<file path="src/hw/pmux_defs.vh">
// Constants of the pin output multiplexer and encoder input filter
`ifndef PMUX_DEFS_VH
`define PMUX_DEFS_VH

// ====================================================================
// Register byte offsets
`define PMUX_OFS_SEL0     6'h00
`define PMUX_OFS_SEL1     6'h04
`define PMUX_OFS_SEL2     6'h08
`define PMUX_OFS_SEL3     6'h0c
`define PMUX_OFS_SEL4     6'h10
`define PMUX_OFS_SEL5     6'h14
`define PMUX_OFS_SEL6     6'h18
`define PMUX_OFS_FILT     6'h20
`define PMUX_OFS_KILL     6'h24

// ====================================================================
// Reset values
`define PMUX_RST_SEL0     32'h00000100
`define PMUX_RST_SEL1     32'h01010101
`define PMUX_RST_SEL2     32'h00010101
`define PMUX_RST_SEL3     32'h01010001
`define PMUX_RST_SEL4     32'h00010101
`define PMUX_RST_SEL5     32'h00000100
`define PMUX_RST_SEL6     32'h00000100
`define PMUX_RST_FILT     32'h01010101
`define PMUX_RST_KILL     32'h00000001

// ====================================================================
// Implemented bits, all others reserved and read as zero
`define PMUX_MSK_SEL0     32'h00000300
`define PMUX_MSK_SEL1     32'h03030303
`define PMUX_MSK_SEL2     32'h00030703
`define PMUX_MSK_SEL3     32'h03030007
`define PMUX_MSK_SEL4     32'h00030303
`define PMUX_MSK_SEL5     32'h00000700
`define PMUX_MSK_SEL6     32'h00000700
`define PMUX_MSK_FILT     32'h03030303
`define PMUX_MSK_KILL     32'h00000003

// ====================================================================
// Selection byte codes and field positions
`define PMUX_CODE_OPT2    8'h02
`define PMUX_CODE_OPT3    8'h04
`define PMUX_POS_FILT_A   0
`define PMUX_POS_FILT_B   8
`define PMUX_POS_FILT_I   16
`define PMUX_POS_FILT_S   24
`define PMUX_POS_KILL_GPIO 0
`define PMUX_POS_KILL_ERR 1

// ====================================================================
// Pins with a third option (table order)
`define PMUX_HAS_OPT3     16'h0b40

// ====================================================================
// Avalon responses
`define PMUX_RSP_OK       2'h0
`define PMUX_RSP_SLVERR   2'h2
`define PMUX_RSP_DECERR   2'h3

// ====================================================================
// Qualifier counter
`define PMUX_QUAL_WIDTH   6

`endif

</file>
<file path="src/hw/pmux_top.v">
// Pin output multiplexer with encoder input filtering and Avalon-MM control registers
`timescale 1ns/1ps
`include "pmux_defs.vh"

module pmux_top #(
	parameter NPINS = 16,
	parameter QW    = `PMUX_QUAL_WIDTH
) (
	mclk,
	rst,
	avs_address,
	avs_read,
	avs_write,
	avs_writedata,
	avs_byteenable,
	avs_priv,
	avs_readdata,
	avs_waitrequest,
	avs_response,
	pin_def_o,
	pin_def_oe,
	pin_opt2_o,
	pin_opt2_oe,
	pin_opt3_o,
	pin_opt3_oe,
	pad_o,
	pad_oe,
	pad_i,
	periph_in,
	encoder_phase_a,
	encoder_phase_b,
	encoder_index,
	encoder_strobe,
	encoder_error,
	port_a_bit5,
	enc_a_filt,
	enc_b_filt,
	enc_i_filt,
	enc_s_filt,
	timer_output_kill_n
);

	input  wire             mclk;
	input  wire             rst;
	input  wire [5:0]       avs_address;
	input  wire             avs_read;
	input  wire             avs_write;
	input  wire [31:0]      avs_writedata;
	input  wire [3:0]       avs_byteenable;
	input  wire             avs_priv;
	output wire [31:0]      avs_readdata;
	output wire             avs_waitrequest;
	output wire [1:0]       avs_response;
	input  wire [NPINS-1:0] pin_def_o;
	input  wire [NPINS-1:0] pin_def_oe;
	input  wire [NPINS-1:0] pin_opt2_o;
	input  wire [NPINS-1:0] pin_opt2_oe;
	input  wire [NPINS-1:0] pin_opt3_o;
	input  wire [NPINS-1:0] pin_opt3_oe;
	output reg  [NPINS-1:0] pad_o;
	output reg  [NPINS-1:0] pad_oe;
	input  wire [NPINS-1:0] pad_i;
	output wire [NPINS-1:0] periph_in;
	input  wire             encoder_phase_a;
	input  wire             encoder_phase_b;
	input  wire             encoder_index;
	input  wire             encoder_strobe;
	input  wire             encoder_error;
	input  wire             port_a_bit5;
	output wire             enc_a_filt;
	output wire             enc_b_filt;
	output wire             enc_i_filt;
	output wire             enc_s_filt;
	output wire             timer_output_kill_n;

	// ====================================================================
	// Register storage
	reg  [31:0] sel0_q;
	reg  [31:0] sel1_q;
	reg  [31:0] sel2_q;
	reg  [31:0] sel3_q;
	reg  [31:0] sel4_q;
	reg  [31:0] sel5_q;
	reg  [31:0] sel6_q;
	reg  [31:0] filt_q;
	reg  [31:0] kill_q;
	reg         ack_q;
	reg  [31:0] rdata_q;
	reg  [1:0]  rsp_q;
	reg  [31:0] rdata_d;
	reg  [1:0]  rsp_d;
	reg         hit_d;
	wire        req;
	wire        wr_go;

	// ====================================================================
	// Functions
	// Merge byte lanes of a write into a register, dropping reserved bits
	function [31:0] merge;
		input [31:0] old;
		input [31:0] wdat;
		input [3:0]  be;
		input [31:0] msk;
		reg   [31:0] bm;
		begin
			bm    = {{8{be[3]}}, {8{be[2]}}, {8{be[1]}}, {8{be[0]}}};
			merge = ((old & ~bm) | (wdat & bm)) & msk;
		end
	endfunction

	// Option chosen by one bit; zero or several bits mean default
	function [1:0] pick;
		input [7:0] sb;
		input       has3;
		begin
			if (sb == `PMUX_CODE_OPT2) begin
				pick = 2'h1;
			end else if (has3 && (sb == `PMUX_CODE_OPT3)) begin
				pick = 2'h2;
			end else begin
				pick = 2'h0;
			end
		end
	endfunction

	// Qualify only when the sync-only bit is clear and the counter bit set
	function use_qual;
		input [1:0] f;
		begin
			use_qual = ~f[0] & f[1];
		end
	endfunction

	// ====================================================================
	// Avalon slave: one wait state for every access
	// Response and read data are registered in the wait cycle,
	// so they are settled when waitrequest drops
	assign req             = avs_read | avs_write;
	assign avs_waitrequest = req & ~ack_q;
	assign avs_readdata    = rdata_q;
	assign avs_response    = rsp_q;
	assign wr_go           = avs_write & ack_q & avs_priv & (rsp_q == `PMUX_RSP_OK);

	always @* begin
		rdata_d = 32'h00000000;
		hit_d   = 1'b1;
		case (avs_address & 6'h3c)
			`PMUX_OFS_SEL0: begin
				rdata_d = sel0_q;
			end
			`PMUX_OFS_SEL1: begin
				rdata_d = sel1_q;
			end
			`PMUX_OFS_SEL2: begin
				rdata_d = sel2_q;
			end
			`PMUX_OFS_SEL3: begin
				rdata_d = sel3_q;
			end
			`PMUX_OFS_SEL4: begin
				rdata_d = sel4_q;
			end
			`PMUX_OFS_SEL5: begin
				rdata_d = sel5_q;
			end
			`PMUX_OFS_SEL6: begin
				rdata_d = sel6_q;
			end
			`PMUX_OFS_FILT: begin
				rdata_d = filt_q;
			end
			`PMUX_OFS_KILL: begin
				rdata_d = kill_q;
			end
			default: begin
				hit_d = 1'b0;
			end
		endcase
		if (!hit_d) begin
			rsp_d = `PMUX_RSP_DECERR;
		end else if (avs_write && !avs_priv) begin
			rsp_d = `PMUX_RSP_SLVERR;
		end else begin
			rsp_d = `PMUX_RSP_OK;
		end
		if (avs_write) begin
			rdata_d = 32'h00000000;
		end
	end

	always @(posedge mclk or posedge rst) begin
		if (rst) begin
			ack_q   <= 1'b0;
			rdata_q <= 32'h00000000;
			rsp_q   <= `PMUX_RSP_OK;
		end else begin
			ack_q <= req & ~ack_q;
			if (req && !ack_q) begin
				rdata_q <= rdata_d;
				rsp_q   <= rsp_d;
			end else if (ack_q) begin
				rdata_q <= 32'h00000000;
				rsp_q   <= `PMUX_RSP_OK;
			end
		end
	end

	// ====================================================================
	// Control registers
	// Writes land at the edge that ends the answer cycle
	// Reserved bits are masked so they always read zero
	always @(posedge mclk or posedge rst) begin
		if (rst) begin
			sel0_q <= `PMUX_RST_SEL0;
			sel1_q <= `PMUX_RST_SEL1;
			sel2_q <= `PMUX_RST_SEL2;
			sel3_q <= `PMUX_RST_SEL3;
			sel4_q <= `PMUX_RST_SEL4;
			sel5_q <= `PMUX_RST_SEL5;
			sel6_q <= `PMUX_RST_SEL6;
			filt_q <= `PMUX_RST_FILT;
			kill_q <= `PMUX_RST_KILL;
		end else if (wr_go) begin
			case (avs_address & 6'h3c)
				`PMUX_OFS_SEL0: begin
					sel0_q <= merge(sel0_q, avs_writedata, avs_byteenable, `PMUX_MSK_SEL0);
				end
				`PMUX_OFS_SEL1: begin
					sel1_q <= merge(sel1_q, avs_writedata, avs_byteenable, `PMUX_MSK_SEL1);
				end
				`PMUX_OFS_SEL2: begin
					sel2_q <= merge(sel2_q, avs_writedata, avs_byteenable, `PMUX_MSK_SEL2);
				end
				`PMUX_OFS_SEL3: begin
					sel3_q <= merge(sel3_q, avs_writedata, avs_byteenable, `PMUX_MSK_SEL3);
				end
				`PMUX_OFS_SEL4: begin
					sel4_q <= merge(sel4_q, avs_writedata, avs_byteenable, `PMUX_MSK_SEL4);
				end
				`PMUX_OFS_SEL5: begin
					sel5_q <= merge(sel5_q, avs_writedata, avs_byteenable, `PMUX_MSK_SEL5);
				end
				`PMUX_OFS_SEL6: begin
					sel6_q <= merge(sel6_q, avs_writedata, avs_byteenable, `PMUX_MSK_SEL6);
				end
				`PMUX_OFS_FILT: begin
					filt_q <= merge(filt_q, avs_writedata, avs_byteenable, `PMUX_MSK_FILT);
				end
				`PMUX_OFS_KILL: begin
					kill_q <= merge(kill_q, avs_writedata, avs_byteenable, `PMUX_MSK_KILL);
				end
				default: begin
					kill_q <= kill_q;
				end
			endcase
		end
	end

	// ====================================================================
	// Selection bytes in pin table order
	// Byte index is the pad index, byte value its select field
	wire [8*16-1:0] sel_bytes;

	assign sel_bytes = {
		sel4_q[23:16], sel3_q[31:24], sel4_q[7:0],   sel3_q[23:16],
		sel5_q[15:8],  sel4_q[15:8],  sel3_q[7:0],   sel6_q[15:8],
		sel2_q[23:16], sel2_q[15:8],  sel2_q[7:0],   sel1_q[31:24],
		sel1_q[23:16], sel1_q[15:8],  sel1_q[7:0],   sel0_q[15:8]
	};

	// ====================================================================
	// Output buffer multiplexing
	// Zero, several or unknown codes fall back to the default function
	integer     p;
	reg  [1:0]  choice;
	reg  [15:0] has3_v;

	always @* begin
		has3_v = `PMUX_HAS_OPT3;
		choice = 2'h0;
		pad_o  = {NPINS{1'b0}};
		pad_oe = {NPINS{1'b0}};
		for (p = 0; p < NPINS; p = p + 1) begin
			choice = pick(sel_bytes[8*p +: 8], has3_v[p]);
			case (choice)
				2'h1: begin
					pad_o[p]  = pin_opt2_o[p];
					pad_oe[p] = pin_opt2_oe[p];
				end
				2'h2: begin
					pad_o[p]  = pin_opt3_o[p];
					pad_oe[p] = pin_opt3_oe[p];
				end
				default: begin
					pad_o[p]  = pin_def_o[p];
					pad_oe[p] = pin_def_oe[p];
				end
			endcase
		end
	end

	// Inputs are never multiplexed
	assign periph_in = pad_i;

	// ====================================================================
	// Encoder input synchronisers and qualifiers
	// Both paths run all the time, so a mode change never restarts
	// the synchroniser
	wire [3:0] enc_raw;
	wire [3:0] enc_out;
	wire [7:0] enc_mode;

	assign enc_raw  = {encoder_strobe, encoder_index, encoder_phase_b, encoder_phase_a};
	assign enc_mode = {filt_q[`PMUX_POS_FILT_S+1 -: 2], filt_q[`PMUX_POS_FILT_I+1 -: 2],
	                   filt_q[`PMUX_POS_FILT_B+1 -: 2], filt_q[`PMUX_POS_FILT_A+1 -: 2]};

	genvar g;
	generate
		for (g = 0; g < 4; g = g + 1) begin : enc_ch
			reg          meta_q;
			reg          sync_q;
			reg          qual_q;
			reg [QW-1:0] cnt_q;

			always @(posedge mclk or posedge rst) begin
				if (rst) begin
					meta_q <= 1'b0;
					sync_q <= 1'b0;
				end else begin
					meta_q <= enc_raw[g];
					sync_q <= meta_q;
				end
			end

			// Counter runs only while the synchronised level differs from the output
			always @(posedge mclk or posedge rst) begin
				if (rst) begin
					qual_q <= 1'b0;
					cnt_q  <= {QW{1'b0}};
				end else if (sync_q == qual_q) begin
					cnt_q <= {QW{1'b0}};
				end else if (cnt_q == {QW{1'b1}}) begin
					qual_q <= sync_q;
					cnt_q  <= {QW{1'b0}};
				end else begin
					cnt_q <= cnt_q + {{(QW-1){1'b0}}, 1'b1};
				end
			end

			assign enc_out[g] = use_qual(enc_mode[2*g +: 2]) ? qual_q : sync_q;
		end
	endgenerate

	assign enc_a_filt = enc_out[0];
	assign enc_b_filt = enc_out[1];
	assign enc_i_filt = enc_out[2];
	assign enc_s_filt = enc_out[3];

	// ====================================================================
	// Timer pin-disable source
	// Error path resets to the inactive level; reset selects port_a_bit5 as the kill source
	reg err_meta_q;
	reg err_sync_q;

	always @(posedge mclk or posedge rst) begin
		if (rst) begin
			err_meta_q <= 1'b1;
			err_sync_q <= 1'b1;
		end else begin
			err_meta_q <= ~encoder_error;
			err_sync_q <= err_meta_q;
		end
	end

	assign timer_output_kill_n = (~kill_q[`PMUX_POS_KILL_GPIO] & kill_q[`PMUX_POS_KILL_ERR]) ?
	                             err_sync_q : port_a_bit5;

endmodule

</file>
<file path="config.mk">
export PLATFORM = sky130hd
export DESIGN_NAME = pmux_top
export DESIGN_NICKNAME = d
export VERILOG_FILES = /design/src/hw/pmux_top.v
export VERILOG_INCLUDE_DIRS = /design/src /design/src/hw
export SDC_FILE = /design/constraint.sdc
export NUM_CORES = 1
export LEC_CHECK = 0
export BUFFER_PORTS_ARGS = -buffer_cell sky130_fd_sc_hd__buf_2
export CAP_MARGIN = 40
export CORE_MARGIN = 4
export CORE_UTILIZATION = 30
export CTS_CLUSTER_SIZE = 14
export DETAILED_ROUTE_END_ITERATION = 10
export GPL_TIMING_DRIVEN = 1
export PLACE_DENSITY_LB_ADDON = 0.15
export SETUP_SLACK_MARGIN = 0.1
export SYNTH_ARGS = -nofsm -noshare
export SYNTH_HDL_FRONTEND = slang
export SYNTH_SLANG_ARGS = --single-unit
</file>
<file path="constraint.sdc">
create_clock -name mclk -period 7.3 [get_ports mclk]
set_input_delay 0.73 -clock mclk [delete_from_list [all_inputs] [get_ports mclk]]
set_output_delay 0.73 -clock mclk [all_outputs]
set_load 0.005 [all_outputs]
</file>
Yosys cells after proc, flatten, opt, wreduce, memory -nomap -nowiden
Cells that the tools add are included.
{"block": "word_totals", "register_bits": 119, "in_bits": 165, "output_inout_bits": 88, "wordCells": 238}
{"block": "classes", "add_sub_neg": 4, "n_eq_ne": 68, "mux": 74, "bitwise": 41, "n_reduce_logical": 21}
{"op": "one-hot mux 26 bit (9 select lines)", "count": 1}
{"op": "bitwise AND 26 bit", "count": 4}
{"op": "OR 26 bit", "count": 3}
{"op": "2-to-1 mux 32 bit", "count": 2}
{"op": "one-hot mux 1 bit (2 select lines)", "count": 32}
{"op": "equality test 2 bit (second input constant)", "count": 28}
{"op": "2-to-1 mux 6 bit", "count": 8}
{"op": "bitwise AND 18 bit", "count": 2}
{"op": "OR 18 bit", "count": 2}
{"op": "equality test 2 x 1 -> 1 bit (second input constant)", "count": 16}
{"op": "2-to-1 mux 26 bit", "count": 1}
{"op": "NOT 26 bit", "count": 1}
{"op": "AND reduction 2 bit", "count": 13}
{"op": "adder 6 x 1 -> 6 bit (second input constant)", "count": 4}
{"op": "equality test 6 bit (second input constant)", "count": 4}
{"op": "2-to-1 mux 2 bit", "count": 12}
{"op": "bitwise AND 11 bit", "count": 2}
{"op": "OR 11 bit", "count": 2}
{"op": "2-to-1 mux 1 bit", "count": 18}
{"op": "equality test 3 x 2 -> 1 bit (second input constant)", "count": 4}
{"op": "equality test 3 bit (second input constant)", "count": 4}
{"op": "equality test 4 x 3 -> 1 bit (second input constant)", "count": 3}
{"op": "NOT 1 bit", "count": 11}
{"op": "bitwise AND 10 bit", "count": 1}
{"op": "other kinds (15)", "count": 30}

Longest topological paths before layout
{"block": "logic_depth", "word_depth": 5, "ltp_mapped": 6, "depth_no_buf": 5}

Least setup slack after synthesis
OpenSTA, ideal clock, no wires.
{"block": "synth_timing", "path_kind": "input-to-reg", "start": "input avs_address[4]", "end": "register with a tool-made name", "setup_ps": 125, "arrival_time_ps": 1869, "t_required_ps": 7175, "setup_slack_ps": 5306, "cell_stages": 4, "path_buffers": 1, "cell_sequence": "buf_4 nor4b_4 and3_1 mux2_2"}
{"element": "from (decl)", "line_no": "pmux_top.v:45", "source": "input wire [5:0] avs_address;"}

==> metrics.md <==
| Metric | Value |
|---|---|
| Clk sinks | 97 |
| Chip Height | about 140 um |
| Reg2reg start | avs_response[0] |
| Cells along the critical path | nand2b_1 -> mux2_2 -> buf_2 |
| I/O Buffers | 150 |
| Ys async rst share | 100% |
| Post-route clock period utilization | 31.0% |
| # DRC | 0 |
| Core area | 17400 um2 |
| Post-synth EDFFs | 0 |
| H-tree levels | 3 |
| Initial DRC count | 130 |
| Initial core utilization | 30.7% |
| Outcome | complete, no violations |
| RSZ-0062 raised after global routing | no |
| Minimum clock period | 2.26 ns |
| CTS Root Cell | clkbuf_16 |
| Max Fclk | approximately 440 MHz |
| CP Buf/Inv Count | 1 |
| Crit. End Element | output pin |
| Critical path class | reg2out |
| Worst-path fanout max | 3 |
| Gate Count Post-Synth | 480 |
| Synth area leaders | dfrtp_1, mux2_2, dfstp_2 |
| Fin util | between 30% and 40% |
| Post-DR vias/cell | 4.76 |
| CTS tree | done |
| Vias in the first global route | roughly 4100 |
| Cell Area, Synth | 5330 um2 |
| Cells resized by post-CTS repair | 0 |
| Row count | 48 |
| Reg clk slew, reported paths | 0.07 ns |
| Final Hold Vio Count | 0 |
| P_leak | between 3 and 4 nW |
| DR pass1 iterations | 6 |
| Pin count of the biggest net entering global routing | between 50 and 60 |
| Startpoint types | register |
| Final slew viol count | 0 |
| # IOs | 253 |
| R2R depth | 4 |
| Yosys reg bits | 97 |
| Post-synth top cells | mux2_2, dfrtp_1, nor2_1 |
| Worst Path Arrival | approximately 1.5 ns |
| Routability Congestion | between 0.7 and 0.8 |
| Synth Area in XOR/XNOR | under 10% |
| Post-Synth Adder-Cell Area | less than 1% |
| Clock latency on the worst-skew pair | 0.34 ns |
| Area growth, synth to finish | 20.8% |
| Top cell type's share of synthesized area | between 30% and 40% |
| CP Data Required Time | 6.57 ns |
| Via count | 4018 |
| Max incr delay on CP | 0.54 ns |
| Yosys cell types | 49 |
| Reg-to-reg slack, setup | between 5 and 6 ns |
| Num CTS Buffers | 9 |
| Hold path cells | 0 |
| Synthesized area per cell | 11.1 um2 |
| PwrDens | 199 nW/um2 |
| Post-synthesis compound-gate area fraction | 8.00% |
| Routed wire length | 13.0 mm |
| Clock skew | 0.00646 ns |
| Fillers | around 1700 |
| Mux share of post-synthesis cell area | between 10% and 20% |
| Die W | 141 um |
| Initial antenna violation count | 0 |
| Hold slack final | 0.348 ns |
| Seq/Total Area, Yosys | 46.0% |
| Hold WC Path Type | reg2reg |
| Final net count | around 800 |
| Worst path depth | 3 |
| Total power | ~1.3 mW |
| First-pass GRT wire length | 21.1 mm |
| Largest area contributor in the netlist | dfrtp_1 |
| Post CTS Setup Buffer Count | 0 |
| Tightest Pin Transition | a little over 0.8 ns |
| DR WL/cell | 15.4 um |
| Die footprint | 20000 um2 |
| Max_cap viols | 0 |
| Clk buf depth | 2 |
| Worst setup endpoint | enc_a_filt |
| Peak VDD IR | 0.0951 mV |
| Post-DP HPWL | 10.1 mm |
| Warning count from the yosys run | 0 |
| CP max stage cell | dfstp_2 |
| CP delay by family, top | flip-flops |
| Largest family of logic cells by synthesized area | multiplexers |
| Share of layout cells above drive strength 1 | roughly 46% |
| Grt ovf | 0 |
| Detail Route Antenna Nets | 0 |
| Top FF cell, synth | dfrtp_1 |
| Top-count cell post-synth | mux2_2 |
| Fin Setup TNS | 0 ns |
| Cts hold-fix bufs | 0 |
| # diodes | 0 |
| Endpoints failing setup | 0 |
| Simple-gate share of the synthesized area | between 10% and 20% |
| Normalized max-slew margin | 45.9% |
| All-Layer GR Usage | 13.1% |
routing by layer:
metal	global-route usage [%]	up-vias	wire length (um)
li1	-	1915	-
met1	16.6	1980	5490
met2	22.3	110	6630
met3	2.60	13	665
met4	4.28	0	196
met5	0	-	0
worst min path at each step:
stage	start	endpoint	slack [ns]
after global placement	enc_ch[3].meta_q	enc_ch[3].sync_q	0.33
after global routing	enc_ch[0].meta_q	enc_ch[0].sync_q	0.36
after detailed placement	enc_ch[3].meta_q	enc_ch[3].sync_q	0.34
after floorplan	enc_ch[0].meta_q	enc_ch[0].sync_q	0.33
after CTS	enc_ch[3].meta_q	enc_ch[3].sync_q	0.35
final	enc_ch[3].meta_q	enc_ch[3].sync_q	0.35
logic make-up after synthesis:
group	count (synthesis)
compound gates	61
xor+xnor	24
fa+ha+maj	4
buf+inv	58
flops	97
mux	84
other cells	1
simple gates	151
power by group:
group          leakage, nW  internal (mW)  switching [mW]  total [mW]
Combinational         1.66         0.0790          0.0788       0.158
Clock                0.162          0.334           0.203       0.537
Sequential            1.23          0.567          0.0213       0.589
Total                 3.06          0.980           0.303        1.28
stage by stage:
step	instance area [um2]	std cells	worst slack (ns)
3_3_place_gp	6110	828	4.88
2_1_floorplan	5410	501	4.07
5_1_grt	6440	844	4.95
6_report	6440	844	5.04
3_5_place_dp	6110	828	4.82
4_1_cts	6440	844	5.01
layout make-up:
type,instances,area (um2),area share (%)
clock buffers,10,229,3.55
multi-input cells,346,2580,40.0
repair buffers,151,758,11.8
flip-flops and latches,97,2460,38.1
inverters,9,35.0,0.544
clock inverters,6,108,1.67
well taps,225,282,4.37
placed cells by master, fill, tap and decap left out, types with 5 or more instances in the layout:
cell type / instances
a21oi_1: 12
a22o_1: 5
a22oi_1: 7
and3_1: 11
buf_2: 150
clkbuf_16: 9
conb_1: 22
dfrtp_1: 74
dfstp_2: 23
inv_1: 8
mux2_2: 80
nand2_1: 25
nand2b_1: 7
nand3_1: 14
nor2_1: 47
nor2b_1: 16
o21ai_0: 5
o22ai_1: 15
xnor2_1: 14
xor2_1: 10
No activity file was read; power rests on OpenSTA's default activity.
